--- config.mk ---
export PLATFORM = sky130hd
export DESIGN_NAME = bacr_top
export DESIGN_NICKNAME = d
export VERILOG_FILES = /design/src/common/bacr_pkg.sv /design/src/logic/bacr_top.sv
export VERILOG_INCLUDE_DIRS = /design/src /design/src/common
export SDC_FILE = /design/constraint.sdc
export NUM_CORES = 1
export LEC_CHECK = 0
export BUFFER_PORTS_ARGS = -buffer_cell sky130_fd_sc_hd__buf_4
export CORE_MARGIN = 3
export CORE_UTILIZATION = 54
export DETAILED_ROUTE_END_ITERATION = 7
export GPL_ROUTABILITY_DRIVEN = 0
export MAX_ROUTING_LAYER = met4
export PLACE_DENSITY = 0.77
export SYNTH_ARGS = -nofsm -noshare
export SYNTH_HDL_FRONTEND = slang
export SYNTH_SLANG_ARGS = --single-unit
--- constraint.sdc ---
create_clock -name clk_i -period 18.73 [get_ports clk_i]
set_input_delay 2.8095 -clock clk_i [delete_from_list [all_inputs] [get_ports clk_i]]
set_output_delay 2.8095 -clock clk_i [all_outputs]
set_load 0.01 [all_outputs]
--- src/common/bacr_defs.svh ---
`ifndef BACR_DEFS_SVH
`define BACR_DEFS_SVH

// Command bytes, low seven bits; bit 7 set means read
`define BACR_CMD_RD_BIT      7
`define BACR_CMD_HSNS1       7'h24
`define BACR_CMD_LSNS1       7'h26
`define BACR_CMD_HGATE1      7'h28
`define BACR_CMD_LGATE1      7'h2A
`define BACR_CMD_HSNS2       7'h30
`define BACR_CMD_LSNS2       7'h32
`define BACR_CMD_HGATE2      7'h34
`define BACR_CMD_LGATE2      7'h36
`define BACR_CMD_HWCFG       7'h38
`define BACR_CMD_SWCFG       7'h3A

// Frame layout
`define BACR_CMD_BITS        5'h08
`define BACR_FRAME_BITS      5'h18
`define BACR_DATA_BITS       12

// Reset values
`define BACR_RST_ONES        12'hFFF
`define BACR_RST_ZERO        12'h000
`define BACR_RST_CFG         12'h000

// Hardware configuration field positions
`define BACR_HWC_CEIL2_LSB   10
`define BACR_HWC_CEIL1_LSB   8
`define BACR_HWC_MON_BIT     6
`define BACR_HWC_CKM_LSB     4
`define BACR_HWC_AREF_LSB    2
`define BACR_HWC_DREF_LSB    0

// Software configuration field positions
`define BACR_SWC_LOAD2_BIT   11
`define BACR_SWC_TLUT2_LSB   9
`define BACR_SWC_KLUT2_LSB   6
`define BACR_SWC_LOAD1_BIT   5
`define BACR_SWC_TLUT1_LSB   3
`define BACR_SWC_KLUT1_LSB   0

// Gate ceiling step and sense scale shift
`define BACR_CEIL_STEP_MV    10'h0FA
`define BACR_SENSE_SHIFT     14

// Timing
`define BACR_CLK_PERIOD_NS   5
`define BACR_CONV_PULSE_NS   20

`endif

--- src/common/bacr_pkg.sv ---
package bacr_pkg;

  typedef enum logic [1:0] {
    BACR_ST_IDLE = 2'b00,
    BACR_ST_CMD  = 2'b01,
    BACR_ST_DATA = 2'b10,
    BACR_ST_DONE = 2'b11
  } bacr_state_e;

  typedef enum logic [1:0] {
    BACR_CKM_REG_WRITE = 2'b00,
    BACR_CKM_PIN_ONCE  = 2'b01,
    BACR_CKM_RESERVED  = 2'b10,
    BACR_CKM_PIN_EACH  = 2'b11
  } bacr_ckmode_e;

  typedef struct packed {
    logic [11:0] high_sense;
    logic [11:0] low_sense;
    logic [11:0] high_gate;
    logic [11:0] low_gate;
  } bacr_thr_s;

  typedef struct packed {
    logic [1:0] gate2_ceiling;
    logic [1:0] gate1_ceiling;
    logic       adc_monitor_enable;
    logic [1:0] conv_clock_mode;
    logic [1:0] adc_ref_select;
    logic [1:0] dac_ref_select;
  } bacr_hwc_s;

  typedef struct packed {
    logic       load_through_ch2;
    logic [1:0] temp_lut_ch2;
    logic [2:0] k_src_ch2;
    logic       load_through_ch1;
    logic [1:0] temp_lut_ch1;
    logic [2:0] k_src_ch1;
  } bacr_swc_s;

endpackage

--- src/logic/bacr_top.sv ---
// Contract
// - Commands 26h and 32h write low sense thresholds of channels 1 and 2.
// - Commands A6h and B2h read back the low sense thresholds.
// - Commands 28h and 34h write high gate thresholds of channels 1 and 2.
// - Commands A8h and B4h read back the high gate thresholds.
// - Commands 2Ah and 36h write low gate thresholds of channels 1 and 2.
// - Commands AAh and B6h read back the low gate thresholds.
// - Thresholds keep data bits 11 to 0; the upper four bits are ignored.
// - Sense and gate thresholds are unsigned straight binary, both directions.
// - Sense code all ones equals a quarter of the DAC reference, zero is 0 mV.
// - High sense thresholds reset to all ones.
// - Low sense thresholds reset to all zeros.
// - High gate thresholds reset to all ones.
// - Low gate thresholds reset to all zeros.
// - Hardware configuration written with 38h, read with B8h; upper four bits ignored.
// - Bits 11:10 and 9:8 set gate ceilings of channels 2 and 1; reset zero.
// - Ceiling codes give ground plus 0, 250, 500 or 750 mV.
// - Monitor bit 6 set lets ADC results into the FIFO; clear keeps them out.
// - Monitor bit never gates alarm checking or DAC code recalculation.
// - Bits 5:4 choose conversion clock and start pin mode; reset 00.
// - Mode 00 register start, 01 one low pulse of 20 ns, 10 reserved, 11 per pulse.
// - Bits 3:2 choose the ADC reference; reset 00.
// - ADC reference upper bit 0 is external, 10 and 11 internal.
// - Bits 1:0 choose the DAC reference; reset 00.
// - DAC reference upper bit 0 is external, 10 and 11 internal.
// - Software configuration written with 3Ah, read with BAh.
// - Software configuration sets DAC load target and lookup modes per channel.
`timescale 1ns/1ps
`include "bacr_defs.svh"

module bacr_top (
  // Clock and reset
  input  wire logic              clk_i,
  input  wire logic              sys_rst_i,
  // Serial link
  input  wire logic              spi_sclk_i,
  input  wire logic              spi_cs_n_i,
  input  wire logic              spi_mosi_i,
  output logic                   spi_miso_o,
  output logic                   spi_miso_oe_o,
  // Conversion start
  input  wire logic              conversion_start_pin_n_i,
  input  wire logic              conv_reg_write_i,
  output logic                   conv_start_o,
  output logic                   acquire_o,
  // ADC results
  input  wire logic              adc_result_valid_i,
  input  wire logic [15:0]       adc_result_i,
  output logic                   fifo_push_o,
  output logic                   alarm_check_valid_o,
  output logic                   dac_recalc_valid_o,
  output logic [15:0]            adc_data_o,
  // Configuration
  input  wire logic [11:0]       dac_reference_voltage_i,
  output bacr_pkg::bacr_thr_s    thr_ch1_o,
  output bacr_pkg::bacr_thr_s    thr_ch2_o,
  output bacr_pkg::bacr_hwc_s    hwcfg_o,
  output bacr_pkg::bacr_swc_s    swcfg_o,
  output logic [9:0]             gate1_ceiling_mv_o,
  output logic [9:0]             gate2_ceiling_mv_o,
  output logic [11:0]            sense_hi_ch1_mv_o,
  output logic [11:0]            sense_hi_ch2_mv_o,
  output logic                   adc_ref_internal_o,
  output logic                   dac_ref_internal_o
);

  localparam logic [3:0] IDX_HSNS1  = 4'h0;
  localparam logic [3:0] IDX_LSNS1  = 4'h1;
  localparam logic [3:0] IDX_HGATE1 = 4'h2;
  localparam logic [3:0] IDX_LGATE1 = 4'h3;
  localparam logic [3:0] IDX_HSNS2  = 4'h4;
  localparam logic [3:0] IDX_LSNS2  = 4'h5;
  localparam logic [3:0] IDX_HGATE2 = 4'h6;
  localparam logic [3:0] IDX_LGATE2 = 4'h7;
  localparam logic [3:0] IDX_HWCFG  = 4'h8;
  localparam logic [3:0] IDX_SWCFG  = 4'h9;
  localparam int         NREGS      = 10;

  localparam int unsigned PULSE_CYC   = (`BACR_CONV_PULSE_NS + `BACR_CLK_PERIOD_NS - 1) / `BACR_CLK_PERIOD_NS;
  localparam logic [2:0]  PULSE_CYC_W = 3'(PULSE_CYC);

  // Command to register index, top bit marks a known command
  function automatic logic [4:0] cmd_index(input logic [6:0] c);
    case (c)
      `BACR_CMD_HSNS1:  cmd_index = {1'b1, IDX_HSNS1};
      `BACR_CMD_LSNS1:  cmd_index = {1'b1, IDX_LSNS1};
      `BACR_CMD_HGATE1: cmd_index = {1'b1, IDX_HGATE1};
      `BACR_CMD_LGATE1: cmd_index = {1'b1, IDX_LGATE1};
      `BACR_CMD_HSNS2:  cmd_index = {1'b1, IDX_HSNS2};
      `BACR_CMD_LSNS2:  cmd_index = {1'b1, IDX_LSNS2};
      `BACR_CMD_HGATE2: cmd_index = {1'b1, IDX_HGATE2};
      `BACR_CMD_LGATE2: cmd_index = {1'b1, IDX_LGATE2};
      `BACR_CMD_HWCFG:  cmd_index = {1'b1, IDX_HWCFG};
      `BACR_CMD_SWCFG:  cmd_index = {1'b1, IDX_SWCFG};
      default:          cmd_index = 5'h00;
    endcase
  endfunction

  // Power-on value of each register
  function automatic logic [11:0] rst_val(input int i);
    case (i)
      0, 2, 4, 6: rst_val = `BACR_RST_ONES;
      1, 3, 5, 7: rst_val = `BACR_RST_ZERO;
      default:    rst_val = `BACR_RST_CFG;
    endcase
  endfunction

  function automatic logic [9:0] ceil_mv(input logic [1:0] c);
    ceil_mv = 10'(c * `BACR_CEIL_STEP_MV);
  endfunction

  // Unsigned code to millivolts, all ones lands on reference / 4
  function automatic logic [11:0] sense_mv(input logic [11:0] vref, input logic [11:0] code);
    logic [24:0] p;
    p = 25'(vref) * 25'({1'b0, code} + 13'h0001);
    sense_mv = {1'b0, p[24:`BACR_SENSE_SHIFT]};
  endfunction

  // Synchronisers
  logic sclk_s1_r, sclk_s2_r, sclk_d_r;
  logic cs_s1_r, cs_s2_r;
  logic mosi_s1_r, mosi_s2_r;
  logic cnv_s1_r, cnv_s2_r, cnv_d_r;

  always_ff @(posedge clk_i or posedge sys_rst_i) begin
    if (sys_rst_i) begin
      {sclk_s1_r, sclk_s2_r, sclk_d_r} <= 3'h0;
      {cs_s1_r, cs_s2_r}               <= 2'h3;
      {mosi_s1_r, mosi_s2_r}           <= 2'h0;
      {cnv_s1_r, cnv_s2_r, cnv_d_r}    <= 3'h7;
    end else begin
      {sclk_s1_r, sclk_s2_r, sclk_d_r} <= {spi_sclk_i, sclk_s1_r, sclk_s2_r};
      {cs_s1_r, cs_s2_r}               <= {spi_cs_n_i, cs_s1_r};
      {mosi_s1_r, mosi_s2_r}           <= {spi_mosi_i, mosi_s1_r};
      {cnv_s1_r, cnv_s2_r, cnv_d_r}    <= {conversion_start_pin_n_i, cnv_s1_r, cnv_s2_r};
    end
  end

  wire sclk_rise = sclk_s2_r & ~sclk_d_r;
  wire sclk_fall = ~sclk_s2_r & sclk_d_r;
  wire selected  = ~cs_s2_r;

  // Frame state
  bacr_pkg::bacr_state_e state_r, state_nxt;
  logic [4:0]  bit_cnt_r;
  logic [14:0] sh_r;
  logic [7:0]  cmd_r;
  logic [15:0] tx_r;
  logic [11:0] regs_r [0:NREGS-1];

  wire        spi_mosi_bit = mosi_s2_r;
  wire [7:0]  cmd_word   = {sh_r[6:0], spi_mosi_bit};
  wire [4:0]  rd_sel     = cmd_index(cmd_word[6:0]);
  wire [4:0]  wr_sel     = cmd_index(cmd_r[6:0]);
  wire        cmd_done   = (state_r == bacr_pkg::BACR_ST_CMD) && sclk_rise && (bit_cnt_r == `BACR_CMD_BITS - 5'h01);
  wire        data_done  = (state_r == bacr_pkg::BACR_ST_DATA) && sclk_rise && (bit_cnt_r == `BACR_FRAME_BITS - 5'h01);
  wire        is_read    = cmd_r[`BACR_CMD_RD_BIT];
  wire        wr_en      = data_done && !is_read && wr_sel[4];
  wire [11:0] wr_data    = {sh_r[10:0], spi_mosi_bit};
  wire [15:0] rd_word    = rd_sel[4] ? {4'h0, regs_r[rd_sel[3:0]]} : 16'h0000;

  always_comb begin
    state_nxt = state_r;
    unique case (state_r)
      bacr_pkg::BACR_ST_IDLE: if (selected) state_nxt = bacr_pkg::BACR_ST_CMD;
      bacr_pkg::BACR_ST_CMD:  if (cmd_done) state_nxt = bacr_pkg::BACR_ST_DATA;
      bacr_pkg::BACR_ST_DATA: if (data_done) state_nxt = bacr_pkg::BACR_ST_DONE;
      bacr_pkg::BACR_ST_DONE: state_nxt = bacr_pkg::BACR_ST_DONE;
    endcase
    if (!selected) state_nxt = bacr_pkg::BACR_ST_IDLE;
  end

  always_ff @(posedge clk_i or posedge sys_rst_i) begin
    if (sys_rst_i) begin
      state_r   <= bacr_pkg::BACR_ST_IDLE;
      bit_cnt_r <= 5'h00;
      sh_r      <= 15'h0000;
      cmd_r     <= 8'h00;
    end else begin
      state_r <= state_nxt;
      if (!selected) begin
        bit_cnt_r <= 5'h00;
      end else if (sclk_rise && state_r != bacr_pkg::BACR_ST_DONE) begin
        bit_cnt_r <= 5'(bit_cnt_r + 5'h01);
        sh_r      <= {sh_r[13:0], spi_mosi_bit};
      end
      if (cmd_done) begin
        cmd_r <= cmd_word;
      end
    end
  end

  // Read data shifts out MSB first on falling clock
  always_ff @(posedge clk_i or posedge sys_rst_i) begin
    if (sys_rst_i) begin
      tx_r          <= 16'h0000;
      spi_miso_o    <= 1'b0;
      spi_miso_oe_o <= 1'b0;
    end else if (!selected) begin
      spi_miso_o    <= 1'b0;
      spi_miso_oe_o <= 1'b0;
    end else if (cmd_done && cmd_word[`BACR_CMD_RD_BIT]) begin
      tx_r          <= rd_word;
      spi_miso_oe_o <= 1'b1;
    end else if (sclk_fall && state_r == bacr_pkg::BACR_ST_DATA && is_read) begin
      spi_miso_o <= tx_r[15];
      tx_r       <= {tx_r[14:0], 1'b0};
    end
  end

  // Register file
  always_ff @(posedge clk_i or posedge sys_rst_i) begin
    if (sys_rst_i) begin
      for (int i = 0; i < NREGS; i++) begin
        regs_r[i] <= rst_val(i);
      end
    end else begin
      for (int i = 0; i < NREGS; i++) begin
        if (wr_en && wr_sel[3:0] == 4'(i)) begin
          regs_r[i] <= wr_data;
        end
      end
    end
  end

  assign thr_ch1_o = {regs_r[IDX_HSNS1], regs_r[IDX_LSNS1], regs_r[IDX_HGATE1], regs_r[IDX_LGATE1]};
  assign thr_ch2_o = {regs_r[IDX_HSNS2], regs_r[IDX_LSNS2], regs_r[IDX_HGATE2], regs_r[IDX_LGATE2]};
  assign hwcfg_o   = {regs_r[IDX_HWCFG][11:8], regs_r[IDX_HWCFG][6:0]};
  assign swcfg_o   = regs_r[IDX_SWCFG];

  wire [11:0] hwcfg_w = regs_r[IDX_HWCFG];
  wire        mon_en  = hwcfg_w[`BACR_HWC_MON_BIT];
  wire [1:0]  ck_mode = hwcfg_w[`BACR_HWC_CKM_LSB +: 2];

  // References pick internal only when the upper bit is set
  assign adc_ref_internal_o = hwcfg_w[`BACR_HWC_AREF_LSB + 1];
  assign dac_ref_internal_o = hwcfg_w[`BACR_HWC_DREF_LSB + 1];

  // Derived limits
  always_ff @(posedge clk_i or posedge sys_rst_i) begin
    if (sys_rst_i) begin
      gate1_ceiling_mv_o <= 10'h000;
      gate2_ceiling_mv_o <= 10'h000;
      sense_hi_ch1_mv_o  <= 12'h000;
      sense_hi_ch2_mv_o  <= 12'h000;
    end else begin
      gate1_ceiling_mv_o <= ceil_mv(hwcfg_w[`BACR_HWC_CEIL1_LSB +: 2]);
      gate2_ceiling_mv_o <= ceil_mv(hwcfg_w[`BACR_HWC_CEIL2_LSB +: 2]);
      sense_hi_ch1_mv_o  <= sense_mv(dac_reference_voltage_i, regs_r[IDX_HSNS1]);
      sense_hi_ch2_mv_o  <= sense_mv(dac_reference_voltage_i, regs_r[IDX_HSNS2]);
    end
  end

  // ADC result routing
  always_ff @(posedge clk_i or posedge sys_rst_i) begin
    if (sys_rst_i) begin
      fifo_push_o         <= 1'b0;
      alarm_check_valid_o <= 1'b0;
      dac_recalc_valid_o  <= 1'b0;
      adc_data_o          <= 16'h0000;
    end else begin
      fifo_push_o         <= adc_result_valid_i & mon_en;
      alarm_check_valid_o <= adc_result_valid_i;
      dac_recalc_valid_o  <= adc_result_valid_i;
      adc_data_o          <= adc_result_i;
    end
  end

  // Conversion start handling
  logic [2:0] low_cnt_r;
  wire        cnv_rise  = cnv_s2_r & ~cnv_d_r;
  wire        pulse_ok  = low_cnt_r >= PULSE_CYC_W;
  wire        start_reg = (ck_mode == bacr_pkg::BACR_CKM_REG_WRITE) && conv_reg_write_i;
  wire        start_one = (ck_mode == bacr_pkg::BACR_CKM_PIN_ONCE) && cnv_rise && pulse_ok;
  wire        start_each = (ck_mode == bacr_pkg::BACR_CKM_PIN_EACH) && cnv_rise;

  always_ff @(posedge clk_i or posedge sys_rst_i) begin
    if (sys_rst_i) begin
      low_cnt_r    <= 3'h0;
      conv_start_o <= 1'b0;
      acquire_o    <= 1'b0;
    end else begin
      if (cnv_s2_r) begin
        low_cnt_r <= 3'h0;
      end else if (!pulse_ok) begin
        low_cnt_r <= 3'(low_cnt_r + 3'h1);
      end
      conv_start_o <= start_reg | start_one | start_each;
      acquire_o    <= (ck_mode == bacr_pkg::BACR_CKM_PIN_EACH) && !cnv_s2_r;
    end
  end
endmodule

# == Word-level counts from Yosys, hierarchy flattened ==
# Index checks and enable logic that the tools add are counted.
# totals
reg_bits,237
input_bits,36
output_inout_bits,188
wordCells,158
# op_classes
n_addsub,4
multipliers,4
n_lt_le_gt_ge,2
eq_ne,41
mux,21
n_bitwise,11
n_reduce_logical,38
# op_table
cell,count
"7-bit by 6-bit == test with 1-bit output, second input constant",20
5-bit case mux with 10 select lines,2
12-bit by 13-bit multiplier with 25-bit output,2
12-bit binary-select mux with 4-bit select,1
12-bit 2-to-1 mux,3
16-bit 2-to-1 mux,2
"12-bit by 1-bit adder with 13-bit output, second input constant",2
1-bit logical AND,25
"2-bit by 7-bit multiplier with 9-bit output, second input constant",2
"4-bit by 3-bit == test with 1-bit output, second input constant",4
5-bit 2-to-1 mux,2
"4-bit by 2-bit == test with 1-bit output, second input constant",2
"4-bit == test, second input constant",2
2-bit case mux with 4 select lines,1
2-bit AND reduction,4
2-bit nonzero test,4
"2-bit == test, second input constant",3
2-bit 2-to-1 mux,3
3-bit 2-to-1 mux,2
"2-bit != test, second input constant",3
"3-bit != test, second input constant",2
"5-bit by 1-bit adder with 5-bit output, second input constant",1
"5-bit by 3-bit == test with 1-bit output, second input constant",1
"5-bit == test, second input constant",1
13 further kinds,27

# == Depth between registers and ports, before layout ==
# logic_depth
depth_word,8
mapped_depth,24

# == Worst setup path before layout ==
# No wires, ideal clock.
# synth_path
path_kind,input -> register
start,input port dac_reference_voltage_i[3]
end,register sense_hi_ch2_mv_o[3]
arrival_ns,7.675
required_time_ns,18.612
path_slack_ns,10.937
cell_stages,18
n_path_buf,2
cell_sequence,clkbuf_1 -> clkbuf_1 -> nand2_1 -> fa_1 -> fa_1 -> fa_1 -> inv_1 -> fa_1 -> inv_1 -> fa_1 -> inv_1 -> ha_1 -> nand2_1 -> o21ai_0 -> a2111oi_0 -> a21oi_1 -> a311o_1 -> a21o_1
# synth_between
elab_chain_cells,1
# synth_rtl
item,line_no,text
start: declaration,bacr_top.sv:54,"input wire logic [11:0] dac_reference_voltage_i,"
12-bit by 13-bit multiplier with 25-bit output,bacr_top.sv:115,"p = 25'(vref) * 25'({1'b0, code} + 13'h0001);"
end signal: assignment,bacr_top.sv:250,"sense_hi_ch2_mv_o <= sense_mv(dac_reference_voltage_i, regs_r[IDX_HSNS2]);"
end: declaration,bacr_top.sv:62,"output logic [11:0] sense_hi_ch2_mv_o,"
# No other way between the ends.
# A chain may end at the register's enable or synchronous reset.

# == Worst setup path after layout ==
# layout_path
start,input port dac_reference_voltage_i[3]
end,register sense_hi_ch1_mv_o[6]
# layout_between
elab_chain_cells,1
# layout_rtl
item,line_no,text
12-bit by 13-bit multiplier with 25-bit output,bacr_top.sv:115,
end signal: assignment,bacr_top.sv:249,"sense_hi_ch1_mv_o <= sense_mv(dac_reference_voltage_i, regs_r[IDX_HSNS1]);"
end: declaration,bacr_top.sv:61,"output logic [11:0] sense_hi_ch1_mv_o,"
# No other way between the ends.

==> qor.txt <==
Run status - finished, final reports clean
Slew Limit Fails - 0
Fin crit period - 7.75 ns
First-pass GRT wire length - 78.2 mm
CTS-repair resized insts - 0
CP delay by family, top - adder cells
Ant. Diodes - 0
Maximum vdd drop - 0.0000816 V
Ys flop type - dfrtp_1
Cell variety after synth - 73
Final #Nets - 2,382
Peak Freq - 129 MHz
RSZ-0062 raised after global routing - no
Worst slew pin tran - 1.18 ns
Avg Cell Area, Syn - 10.6 µm²
Met2 WL - 24.0 mm
Vias in the first global route - 15,073
Crit path buf inv count - 4
Fin crit share - 0.414
Initial DRC Count - 859
Cts hold-fix bufs - 0
Router iterations before antenna repair - 5
Netlist Area Pre-Place - 0.0198 mm²
Overall Global Routing Usage - 0.258
Ys Warns - 0
Crit-path cells - buf_4 > nand2_1 > fa_1 > inv_1 > fa_1 > fa_1 > fa_1 > inv_1 > fa_1 > inv_1 > ha_1 > a21oi_1 > o21ai_0 > a2111oi_0 > o21bai_1 > a31oi_1 > xnor2_1
Top post-synthesis cells by area - dfrtp_1 23%, fa_1 22%, ha_1 8.1%
Max cap viols - 0
WP data arrival - 8.19 ns
Leakage power figure - 12.0 nW
Setup TNS - 0 ns
Largest net degree at the start of global routing - 153
Post-synthesis async set-or-reset flop share - 1.00
Clock Sinks - 231
CORE AREA - 0.0358 mm²
Share of the synthesized area in the top cell type - 0.225
Fillers - 2,834
Top Layer Used - met4
Dpl ws - 10.59 ns
Area of placed instances - 0.0215 mm²
Yosys reg bits - 231
IO Pins - 224
IO buf count - 219
Layout cells sized above 1 - 0.247
Crit-path most repeated cell - fa_1
Final setup vio count - 0
Count leader, synth - inv_1
Initial Util - 0.551
Crit path max fanout - 26
Clock Skew - 0.00757 ns
Drt drc - 0
Clock buffer depth - 3
Clock transition at the registers of the reported paths - 0.06 ns
Wire per inst - 19.2 µm
Die X - 197 µm
Synth top cells by count - 272 x inv_1, 218 x fa_1, 205 x nand2_1
DRT met1 WL - 18.9 mm
Vias - 13,926
Total congestion overflow - 0
Detailed placement HPWL - 35.6 mm
Final hold vios - 0
H-tree levels - 1
Max_slew headroom - 0.193
Vias per cell - 5.62
Die Span Y - 197 µm
Hold Crit Class - flop to flop
DRT antenna net count - 0
Mapped Cells - 1,863
Sequential share of the synthesized area - 0.296
PnR worst setup slack - 10.98 ns
Slowest Stage Delay on Critical Path - 0.95 ns
Design Area, Final - 0.0223 mm²
Post-synth EDFFs - 0
Met3 WL - 3.20 mm
Clock Latency Late Sink - 0.52 ns
P&R area growth vs syn - 12.7%
Critical Path RT - 19.17 ns
Area leader, netlist - dfrtp_1
DIE AREA - 0.0389 mm²
CTS tree - yes
Final WL - 47.6 mm
Kind of critical path - input port to flop
Worst path slowest cell - a2111oi_0
Startpoint types - input port
CTS root buffer - clkbuf_16
Cell row count - 69
Antenna violations before repair - 1
Power Dens Cells - 50.5 mW/mm²
CTS buffer count - 24
Crit path capture type - flop
Post-CTS setup buffer count - 0
==> power by group <==
part	total (mW)	switching (mW)	internal [mW]
clock network	0.476	0.195	0.281
registers	0.558	0.0469	0.511
logic	0.0905	0.0543	0.0362
total	1.12	0.296	0.829
==> worst paths after layout <==
path | from | cells after the start | to | slack [ns]
setup / recovery | dac_reference_voltage_i[3] | 17 | sense_hi_ch1_mv_o[6] | 10.98
hold / removal | mosi_s1_r | 0 | mosi_s2_r | 0.35
setup reg to reg | thr_ch1_o[36] | 20 | sense_hi_ch1_mv_o[6] | 11.37
hold reg to reg | mosi_s1_r | 0 | mosi_s2_r | 0.35
max in group asynchronous | sys_rst_i | 3 | mosi_s2_r | 14.56
min in group asynchronous | sys_rst_i | 2 | adc_data_o[13] | 2.55
==> routing by layer <==
layer | GRT usage | vias up
met4 | 0.0839 | 0
met1 | 0.320 | 7186
met2 | 0.435 | 440
met3 | 0.0421 | 95
met5 | - | -
li1 | - | 6205
==> layout by cell type (no fill, tap or decap), types with 35 or more instances in the layout <==
| cell type | n |
|---|---|
| a21oi_1 | 35 |
| and2_1 | 133 |
| buf_4 | 231 |
| dfrtp_1 | 178 |
| dfstp_2 | 53 |
| fa_1 | 218 |
| ha_1 | 128 |
| inv_1 | 271 |
| mux2_2 | 115 |
| mux2i_1 | 36 |
| nand2_1 | 205 |
| nor2_1 | 56 |
==> cell families after synthesis <==
logic type | after synthesis | share of synthesized area
adders and majority gates | 346 | 0.302
AOI/OAI and AO/OA | 157 | 0.0560
buffers and inverters | 395 | 0.0828
other | 1 | 0.000190
muxes | 186 | 0.112
and+or+nand+nor | 500 | 0.131
DFF | 231 | 0.296
xor gates and xnor gates | 47 | 0.0208
==> final cells by class <==
cell class                 count  area, µm²  share of cell area
multi-input combinational   1240      12300               0.552
timing repair buffer         231       1730              0.0779
tap                          461        577              0.0259
clock inverter                11        113             0.00506
inverter                     272       1030              0.0462
clock buffer                  33        676              0.0304
sequential                   231       5850               0.263
==> state kept, by name, summed over array words and instances (netlist names), 11 cells and up <==
signal	flops
thr_ch1_o	48
thr_ch2_o	48
adc_data_o	16
tx_r	16
hwcfg_w	12
swcfg_o	12
sense_hi_ch1_mv_o	11
sense_hi_ch2_mv_o	11
sh_r	11
==> per-stage QoR <==
stage	hold slack [ns]	instances	utilization	total power [mW]
5_1_grt	0.363	2479	0.621	1.16
2_1_floorplan	0.331	1866	-	0.611
6_report	0.353	2479	0.621	1.12
4_1_cts	0.357	2479	0.621	1.13
3_5_place_dp	0.343	2435	0.599	0.655
3_3_place_gp	0.336	2435	0.599	0.651
==> worst register-to-register path, stage by stage, from the launching register on <==
cell,delay (ns)
dfstp_2,0.76
ha_1,0.30
nand3_1,0.18
nor2_1,0.17
xor2_1,0.74
nand2_1,0.19
fa_1,0.54
inv_1,0.06
fa_1,0.50
fa_1,0.51
fa_1,0.50
inv_1,0.05
fa_1,0.47
inv_1,0.04
ha_1,0.35
a21oi_1,0.17
o21ai_0,0.15
a2111oi_0,0.95
o21bai_1,0.29
a31oi_1,0.26
xnor2_1,0.13
No activity file was read; power rests on OpenSTA's default activity.
